==> config.mk <==
export PLATFORM = sky130hd
export DESIGN_NAME = ast_alarm_regs
export DESIGN_NICKNAME = d
export VERILOG_FILES = /design/src/ast_pkg.sv /design/src/ast_alarm_regs.sv
export SDC_FILE = /design/constraint.sdc
export NUM_CORES = 1
export LEC_CHECK = 0
export BUFFER_PORTS_ARGS = -buffer_cell sky130_fd_sc_hd__buf_4
export CELL_PAD_IN_SITES_DETAIL_PLACEMENT = 1
export CELL_PAD_IN_SITES_GLOBAL_PLACEMENT = 2
export CORE_MARGIN = 2
export CORE_UTILIZATION = 34
export DETAILED_ROUTE_END_ITERATION = 12
export PLACE_DENSITY_LB_ADDON = 0.1
export SLEW_MARGIN = 20
export SYNTH_ARGS = -nofsm -noshare
export SYNTH_HDL_FRONTEND = slang
export SYNTH_SLANG_ARGS = --single-unit
==> constraint.sdc <==
create_clock -name clk -period 8.8 [get_ports clk]
set_clock_uncertainty 0.2 [all_clocks]
set_input_delay 1.32 -clock clk [delete_from_list [all_inputs] [get_ports clk]]
set_output_delay 1.32 -clock clk [all_outputs]
set_load 0.05 [all_outputs]
==> src/ast_pkg.sv <==
// constants and carrier types for the alarm, status and temperature registers
package ast_pkg;
  // register addresses on the serial control interface
  localparam logic [4:0] ADDR_TEMPERATURE_RESULT = 5'h05;
  localparam logic [4:0] ADDR_ALARM_PIN_MASK = 5'h06;
  localparam logic [4:0] ADDR_ALARM_STATUS = 5'h07;
  localparam logic [4:0] ADDR_PATTERN_FAIL_BITS = 5'h08;
  // reset values
  localparam logic [6:0] MASK_RESET = 7'h00;
  localparam logic [7:0] STATUS_RESET = 8'h00;
  localparam logic [7:0] FAIL_RESET = 8'h00;
  // alarm bit positions, shared by mask and status
  localparam int BIT_ZERO_PTR = 6;
  localparam int BIT_COLLISION = 5;
  localparam int BIT_PATTERN = 3;
  localparam int BIT_NEAR_TWO = 1;
  localparam int BIT_NEAR_ONE = 0;
  // status bits that can ever be set
  localparam logic [7:0] STATUS_LIVE = 8'h6B;
  // serial frame layout: 8 header bits then 8 data bits
  localparam int HDR_BITS = 8;
  localparam int FRAME_BITS = 16;
  localparam int HDR_READ_BIT = 7;
  // fifo write pointer value and read pointer offset after reset
  localparam logic [7:0] WR_PTR_RESET = 8'h01;
  localparam logic [2:0] RD_OFFSET_RESET = 3'h4;
  // consecutive good samples before alarms clear themselves
  localparam logic [6:0] AUTO_CLEAR_COUNT = 7'h40;
  // serial interface pins as seen by the device
  typedef struct packed {
    logic sclk;
    logic sdenb_n;
    logic sdio;
  } ast_sif_in_s;
  typedef logic [7:0] ast_word_t;
endpackage

==> src/ast_alarm_regs.sv <==
// alarm mask, latched alarm status, pattern results and temperature registers
`timescale 1ns/1ps
// Contract
// - temperature register read-only, signed Celsius byte
// - masked alarms never drive the alarm pin
// - mask bits 6,5,3,1,0 map to alarms
// - mask zero unmasks, one masks; reset zero
// - all-zeros write pointer sets bit 6
// - zero write pointer stays stuck until sync
// - pointer overrun or underrun sets bit 5
// - pattern mismatch sets status bit 3
// - pointers within two addresses set bit 1
// - pointers within one address set bit 0
// - status resets zero, host write clears it
// - fail register flags each failing bit position
// - fail register resets zero, write clears it
// - near alarms need their enable settings
// - auto-clear after 64 consecutive good samples
// - checker runs when enabled, eight pattern words
module ast_alarm_regs
  import ast_pkg::*;
(
  input wire logic clk,
  input wire logic rst,
  input wire ast_pkg::ast_sif_in_s sif_in,
  output logic sdio_out,
  output logic sdio_oe,
  output logic alarm_out_pin,
  input wire ast_pkg::ast_word_t temp_code,
  input wire logic fifo_sync,
  input wire ast_pkg::ast_word_t wr_ptr_seed,
  input wire logic [2:0] rd_offset,
  input wire logic wr_advance,
  input wire logic rd_advance,
  input wire logic near_two_enable,
  input wire logic near_one_enable,
  input wire logic auto_clear_enable,
  input wire logic pattern_check_enable,
  input wire logic [7:0][7:0] pattern_words,
  input wire ast_pkg::ast_word_t data_in,
  input wire logic data_valid
);
  import ast_pkg::*;

  // position of the set bit in a one-hot pointer
  function automatic logic [2:0] ast_onehot_idx(input logic [7:0] p);
    logic [2:0] idx;
    idx = 3'h0;
    for (int i = 0; i < 8; i++)
    begin
      if (p[i])
      begin
        idx = 3'(i);
      end
    end
    return idx;
  endfunction

  // circular distance test used for both near alarms
  function automatic logic ast_within(input logic [2:0] d,
                                      input logic [2:0] n);
    return (d == n) || (d == 3'(3'h0 - n));
  endfunction

  logic sclk_reg;
  logic [4:0] bit_cnt_reg;
  logic [7:0] hdr_reg;
  logic [7:0] wdat_reg;
  logic [7:0] rd_sh_reg;
  logic sdio_out_reg;
  logic sdio_oe_reg;
  logic [6:0] mask_reg;
  logic [7:0] status_reg;
  logic [7:0] fail_reg;
  logic [7:0] temp_reg;
  logic [7:0] wr_ptr_reg;
  logic [7:0] rd_ptr_reg;
  logic [2:0] pat_idx_reg;
  logic [6:0] good_cnt_reg;
  logic alarm_reg;

  // serial clock edges; pins are synchronous to clk so no synchroniser
  wire sclk_rise = sif_in.sclk & ~sclk_reg;
  wire sclk_fall = ~sif_in.sclk & sclk_reg;
  wire frame_on = ~sif_in.sdenb_n;
  wire in_hdr = bit_cnt_reg < 5'(HDR_BITS);
  wire in_data = !in_hdr && (bit_cnt_reg < 5'(FRAME_BITS));
  wire is_read = hdr_reg[HDR_READ_BIT];
  wire [4:0] addr = hdr_reg[4:0];
  wire last_rise = frame_on && sclk_rise
                   && (bit_cnt_reg == 5'(FRAME_BITS - 1));
  wire host_write = last_rise && !is_read;
  wire [7:0] write_data = {wdat_reg[6:0], sif_in.sdio};

  // register read selection; unmapped addresses read zero
  // temperature read only
  wire [7:0] read_value =
    (addr == ADDR_TEMPERATURE_RESULT) ? temp_reg :
    (addr == ADDR_ALARM_PIN_MASK) ? {1'b0, mask_reg} :
    (addr == ADDR_ALARM_STATUS) ? status_reg :
    (addr == ADDR_PATTERN_FAIL_BITS) ? fail_reg : 8'h00;

  // frame bit counter and header / write data shifters
  always_ff @(posedge clk)
  begin
    if (rst || !frame_on)
    begin
      bit_cnt_reg <= 5'h00;
    end
    else if (sclk_rise && bit_cnt_reg != 5'(FRAME_BITS))
    begin
      bit_cnt_reg <= bit_cnt_reg + 5'h01;
    end
  end

  always_ff @(posedge clk)
  begin
    if (rst)
    begin
      sclk_reg <= 1'b0;
      hdr_reg <= 8'h00;
      wdat_reg <= 8'h00;
    end
    else
    begin
      sclk_reg <= sif_in.sclk;
      if (frame_on && sclk_rise && in_hdr)
      begin
        hdr_reg <= {hdr_reg[6:0], sif_in.sdio};
      end
      if (frame_on && sclk_rise && in_data)
      begin
        wdat_reg <= write_data;
      end
    end
  end

  // read data leaves on falling edges so the host samples on rising ones
  always_ff @(posedge clk)
  begin
    if (rst || !frame_on)
    begin
      rd_sh_reg <= 8'h00;
      sdio_out_reg <= 1'b0;
      sdio_oe_reg <= 1'b0;
    end
    else if (sclk_fall && bit_cnt_reg == 5'(HDR_BITS))
    begin
      rd_sh_reg <= {read_value[6:0], 1'b0};
      sdio_out_reg <= read_value[7];
      sdio_oe_reg <= is_read;
    end
    else if (sclk_fall && in_data)
    begin
      rd_sh_reg <= {rd_sh_reg[6:0], 1'b0};
      sdio_out_reg <= rd_sh_reg[7];
    end
    else if (sclk_fall && bit_cnt_reg == 5'(FRAME_BITS))
    begin
      sdio_oe_reg <= 1'b0;
    end
  end

  // temperature is frozen during a frame so a read returns one sample
  always_ff @(posedge clk)
  begin
    if (rst)
    begin
      temp_reg <= 8'h00;
    end
    else if (!frame_on)
    begin
      temp_reg <= temp_code;
    end
  end

  // mask register, seven bits, bit 7 reads zero
  always_ff @(posedge clk)
  begin
    if (rst)
    begin
      mask_reg <= MASK_RESET;
    end
    else if (host_write && addr == ADDR_ALARM_PIN_MASK)
    begin
      mask_reg <= write_data[6:0];
    end
  end

  // fifo pointers as one-hot shift registers
  // zero pointer stuck
  wire wr_ptr_zero = (wr_ptr_reg == 8'h00);
  always_ff @(posedge clk)
  begin
    if (rst)
    begin
      wr_ptr_reg <= WR_PTR_RESET;
      rd_ptr_reg <= 8'h01 << RD_OFFSET_RESET;
    end
    else if (fifo_sync)
    begin
      wr_ptr_reg <= wr_ptr_seed;
      rd_ptr_reg <= 8'h01 << rd_offset;
    end
    else
    begin
      if (wr_advance && !wr_ptr_zero)
      begin
        wr_ptr_reg <= {wr_ptr_reg[6:0], wr_ptr_reg[7]};
      end
      if (rd_advance)
      begin
        rd_ptr_reg <= {rd_ptr_reg[6:0], rd_ptr_reg[7]};
      end
    end
  end

  // pointer distance, write minus read, modulo eight
  wire [2:0] ptr_dist = ast_onehot_idx(wr_ptr_reg)
                        - ast_onehot_idx(rd_ptr_reg);
  wire ev_collision = !wr_ptr_zero && ptr_dist == 3'h0
                      && (wr_advance || rd_advance);
  wire ev_near_two = near_two_enable && !wr_ptr_zero
                     && ast_within(ptr_dist, 3'h2);
  wire ev_near_one = near_one_enable && !wr_ptr_zero
                     && ast_within(ptr_dist, 3'h1);

  // pattern checker walks the eight words in order
  // enabled eight words
  wire pat_active = pattern_check_enable && data_valid;
  wire [7:0] pat_diff = pat_active
                        ? (data_in ^ pattern_words[pat_idx_reg]) : 8'h00;
  wire ev_pattern = |pat_diff;
  always_ff @(posedge clk)
  begin
    if (rst || !pattern_check_enable)
    begin
      pat_idx_reg <= 3'h0;
    end
    else if (data_valid)
    begin
      pat_idx_reg <= pat_idx_reg + 3'h1;
    end
  end

  // good-sample run length; any alarm event restarts the run
  wire any_event = wr_ptr_zero || ev_collision || ev_pattern
                   || ev_near_two || ev_near_one;
  wire auto_clear = auto_clear_enable && data_valid && !any_event
                    && good_cnt_reg == AUTO_CLEAR_COUNT - 7'h01;
  always_ff @(posedge clk)
  begin
    if (rst || !auto_clear_enable || any_event || auto_clear)
    begin
      good_cnt_reg <= 7'h00;
    end
    else if (data_valid)
    begin
      good_cnt_reg <= good_cnt_reg + 7'h01;
    end
  end

  // new alarm events; bits 7, 4 and 2 carry none
  // bit map
  logic [7:0] status_set;
  always_comb
  begin
    status_set = 8'h00;
    status_set[BIT_ZERO_PTR] = wr_ptr_zero;
    status_set[BIT_COLLISION] = ev_collision;
    status_set[BIT_PATTERN] = ev_pattern;
    status_set[BIT_NEAR_TWO] = ev_near_two;
    status_set[BIT_NEAR_ONE] = ev_near_one;
  end

  // clears from host write or auto-clear; a set in the same cycle wins
  // write clears status
  wire status_clr = auto_clear
                    || (host_write && addr == ADDR_ALARM_STATUS);
  wire fail_clr = auto_clear
                  || (host_write && addr == ADDR_PATTERN_FAIL_BITS);
  wire [7:0] status_next = ((status_clr ? 8'h00 : status_reg)
                            | status_set) & STATUS_LIVE;
  wire [7:0] fail_next = (fail_clr ? 8'h00 : fail_reg) | pat_diff;

  // latched flags
  // latched until cleared
  always_ff @(posedge clk)
  begin
    if (rst)
    begin
      status_reg <= STATUS_RESET;
      fail_reg <= FAIL_RESET;
    end
    else
    begin
      status_reg <= status_next;
      fail_reg <= fail_next;
    end
  end

  // alarm pin follows the latched flags one cycle later
  // mask blocks pin
  wire alarm_next = |(status_reg[6:0] & ~mask_reg);
  always_ff @(posedge clk)
  begin
    if (rst)
    begin
      alarm_reg <= 1'b0;
    end
    else
    begin
      alarm_reg <= alarm_next;
    end
  end

  assign alarm_out_pin = alarm_reg;
  assign sdio_out = sdio_out_reg;
  assign sdio_oe = sdio_oe_reg;
endmodule // ast_alarm_regs

==> results.yml <==
placed_design:
  numPlacedInstances: 785
  place_worst_setup_slack_ps: 5040
  place_congestion: 0.756
  portBuffers: 106
  detailedPlacementHpwl_microns: 9820
drt:
  post_route_wl_microns: 12900
  final_antenna_net_count: 0
  detail_route.vias_per_cell: 5.21
  drt-initial-drc-count: 250
  drtPass1Iterations: 4
  average_detailed_routed_wire_length_per_instance_microns: 16.1
  post-route-drc-count: 0
  num_vias: 4171
critical_path:
  worst_r2r_path_depth: 13
  r2r_end: "fail_reg[2]"
  cp_data_arrival_time_ps: 3740
  worstReg2RegStart: "rd_ptr_reg[2]"
  critical_path.startpoint_type: "register"
  cp_max_fo: 12
  worst_setup_path_end_kind: "register"
  cp.required_ps: 8800
  reg_to_reg_setup_timing_slack_ps: 5070
  timing.setup.critical_path_class: "reg -> reg"
worst_hold_path:
  min_from: "wdat_reg[5]"
  timing.hold.worst_path_depth: 2
  hold_end: "wdat_reg[5]"
  worstHoldPathType: "reg -> reg"
cts:
  cts-root-buf: "sky130_fd_sc_hd__clkbuf_16"
  cts_tree: "yes"
  cts_setup_buffers: 0
  clock_insertion_delay_worst_skew_ps: 340
  max-clock-path-buffers: 2
  clkSlewWorstSetupHoldPaths_ps: 70
  tritoncts.num_buffers: 9
  htree_num_levels: 3
  post_cts_resized: 0
  post_cts_hold_buffer_count: 0
  cts_sinks: 84
timing:
  slew_viol_final: 0
  clock.fmax_ghz: 0.268
  worstMarginPinSlew_ps: 974
  hold_viol_final: 0
  period_needed_ps: 3730
  worst_slew_margin_rel_pct: 34.9
  post-route-period-util_pct: 42.4
  final.setup.tns_ps: 0
  fin_ws_ps: 5070
  grt_setup_unrepaired: "false"
  timing.final.setup_violations: 0
power_and_ir_drop:
  powerDensity_nw_per_um2: 168
  ir_drop_mv: 0.129
  leakage_nw: 2.35
  power.total_w: 0.000977
cells_and_area:
  antenna_cells: 0
  most-common-layout-cells: "sky130_fd_sc_hd__buf_4, sky130_fd_sc_hd__nor2_1, sky130_fd_sc_hd__dfxtp_1"
  layout.filler_cells: 1574
  fin_cells: 801
  final_common_cell: "sky130_fd_sc_hd__buf_4"
  number_of_nets_in_the_layout: 731
  post_route_cells_drive_above_1_share_pct: 23.7
  layout-area-overhead-vs-synth_pct: 25.8
grt:
  antenna_found_initial: 0
  first_global_vias: 4147
  global_route_wire_length_before_repair_microns: 20600
  pin_count_of_the_biggest_net_entering_global_routing: 76
  overflow: 0
  overall_global_routing_resource_usage_pct: 17.9
yosys:
  mappedNetlistArea_sq_um: 4630
  synthDominantCellAreaShare_pct: 36.3
  synthTopCellsByArea: "sky130_fd_sc_hd__dfxtp_1, sky130_fd_sc_hd__mux2i_1, sky130_fd_sc_hd__nor2_1, sky130_fd_sc_hd__mux2_2, sky130_fd_sc_hd__a21oi_1"
  synth_cell_types: 57
  dominantRegCellSynth: "sky130_fd_sc_hd__dfxtp_1"
  sequential_to_total_area_share_from_yosys_stat_pct: 36.3
  async_reset_ff_share_pct: 0
  synth-edff-count: 0
  synthesis.instances: 536
  synth-warning-count: 0
  synth_seq_cells: 84
  synthDominantAreaCellType: "sky130_fd_sc_hd__dfxtp_1"
  syn_area_per_cell_sq_um: 8.64
  syn_nets: 647
die:
  floorplan.core_area_sq_um: 13300
  die_y_microns: 121
  start_util_pct: 34.8
  io_pins: 107
  num_rows: 42
  die_area_sq_um: 14600
  die_w_microns: 121
outcome:
  outcome: "complete, no violations"
flow_run:
  timing.max_cap.violations: 0
-- report_power, final --
| part | switching [W] | total, W | internal, W |
|---|---|---|---|
| Combinational | 0.0000715 | 0.000155 | 0.0000835 |
| Sequential | 0.0000134 | 0.000408 | 0.000394 |
| Clock | 0.000164 | 0.000415 | 0.000251 |
-- cell usage after synthesis, drive strengths merged (7+ instances only) --
| cell | number |
|---|---|
| dfxtp | 84 |
| o22ai | 17 |
| nor2 | 96 |
| nand2 | 25 |
| xnor2 | 7 |
| nor3 | 16 |
| inv | 13 |
| nand3 | 8 |
| a21oi | 25 |
| buf | 7 |
| nor4 | 12 |
| nand3b | 14 |
| o21ai | 14 |
| clkbuf | 27 |
| mux2i | 62 |
| mux2 | 18 |
-- per-layer routing --
layer	vias to the layer above	part of all wire, %	GRT usage [%]	routed length [microns]
met1	2005	45	22.5	5800
met3	10	2.7	4.39	353
met2	55	51	30.8	6570
met5	-	0	0	0
li1	2101	-	-	-
met4	0	1.2	4.22	155
-- cell type report --
type / count / area [sq um] / area share (%)
inverter: 13 / 48.8 / 0.838
clock buffer: 9 / 225 / 3.87
multi-input combinational: 405 / 2750 / 47.2
sequential: 84 / 1680 / 28.9
clock inverter: 7 / 98.8 / 1.70
timing repair buffer: 107 / 803 / 13.8
tap: 176 / 220 / 3.78
-- worst max-delay path by stage --
stage,start,end,depth (start not counted)
final,rd_ptr_reg[2],fail_reg[2],13
after global routing,rd_ptr_reg[2],fail_reg[2],13
after CTS,rd_ptr_reg[2],fail_reg[2],13
after detailed placement,rd_ptr_reg[2],fail_reg[2],13
after global placement,pattern_words[41],good_cnt_reg[1],8
after floorplan,rd_ptr_reg[2],fail_reg[3],14
-- through the flow --
stage / area [sq um] / hold WS, ps / util (%)
global route: 5830 / 297 / 43.8
detailed placement: 5500 / 273 / 41.4
floorplan: 4630 / 236 / -
global placement: 5500 / 267 / 41.4
finish: 5830 / 267 / 43.8
CTS: 5830 / 273 / 43.8
-- cells by family (layout without fill, tap and decap cells) --
family          Yosys count  in the layout  share of synthesized area, %
compound gates           98             98                          14.1
xor+xnor                 15             15                          3.43
fa+ha+maj                 7              7                          2.05
buf+inv                  47            136                          4.35
flops                    84             84                          36.3
mux                      80             80                          17.8
simple gates            205            205                          21.9
-- worst max-delay path, stage by stage, from the launching register on --
cell                       delay (ps)
sky130_fd_sc_hd__dfxtp_1          370
sky130_fd_sc_hd__inv_1             50
sky130_fd_sc_hd__a21oi_1          150
sky130_fd_sc_hd__nor2_1            50
sky130_fd_sc_hd__nor2_1            90
sky130_fd_sc_hd__o21bai_1          70
sky130_fd_sc_hd__ha_1             200
sky130_fd_sc_hd__fa_1             530
sky130_fd_sc_hd__xnor3_1          420
sky130_fd_sc_hd__mux2i_1          140
sky130_fd_sc_hd__a2111o_1         570
sky130_fd_sc_hd__nand2b_4         200
sky130_fd_sc_hd__nor3_4           380
sky130_fd_sc_hd__o21ai_0          170
(Power assumes the default switching activity.)
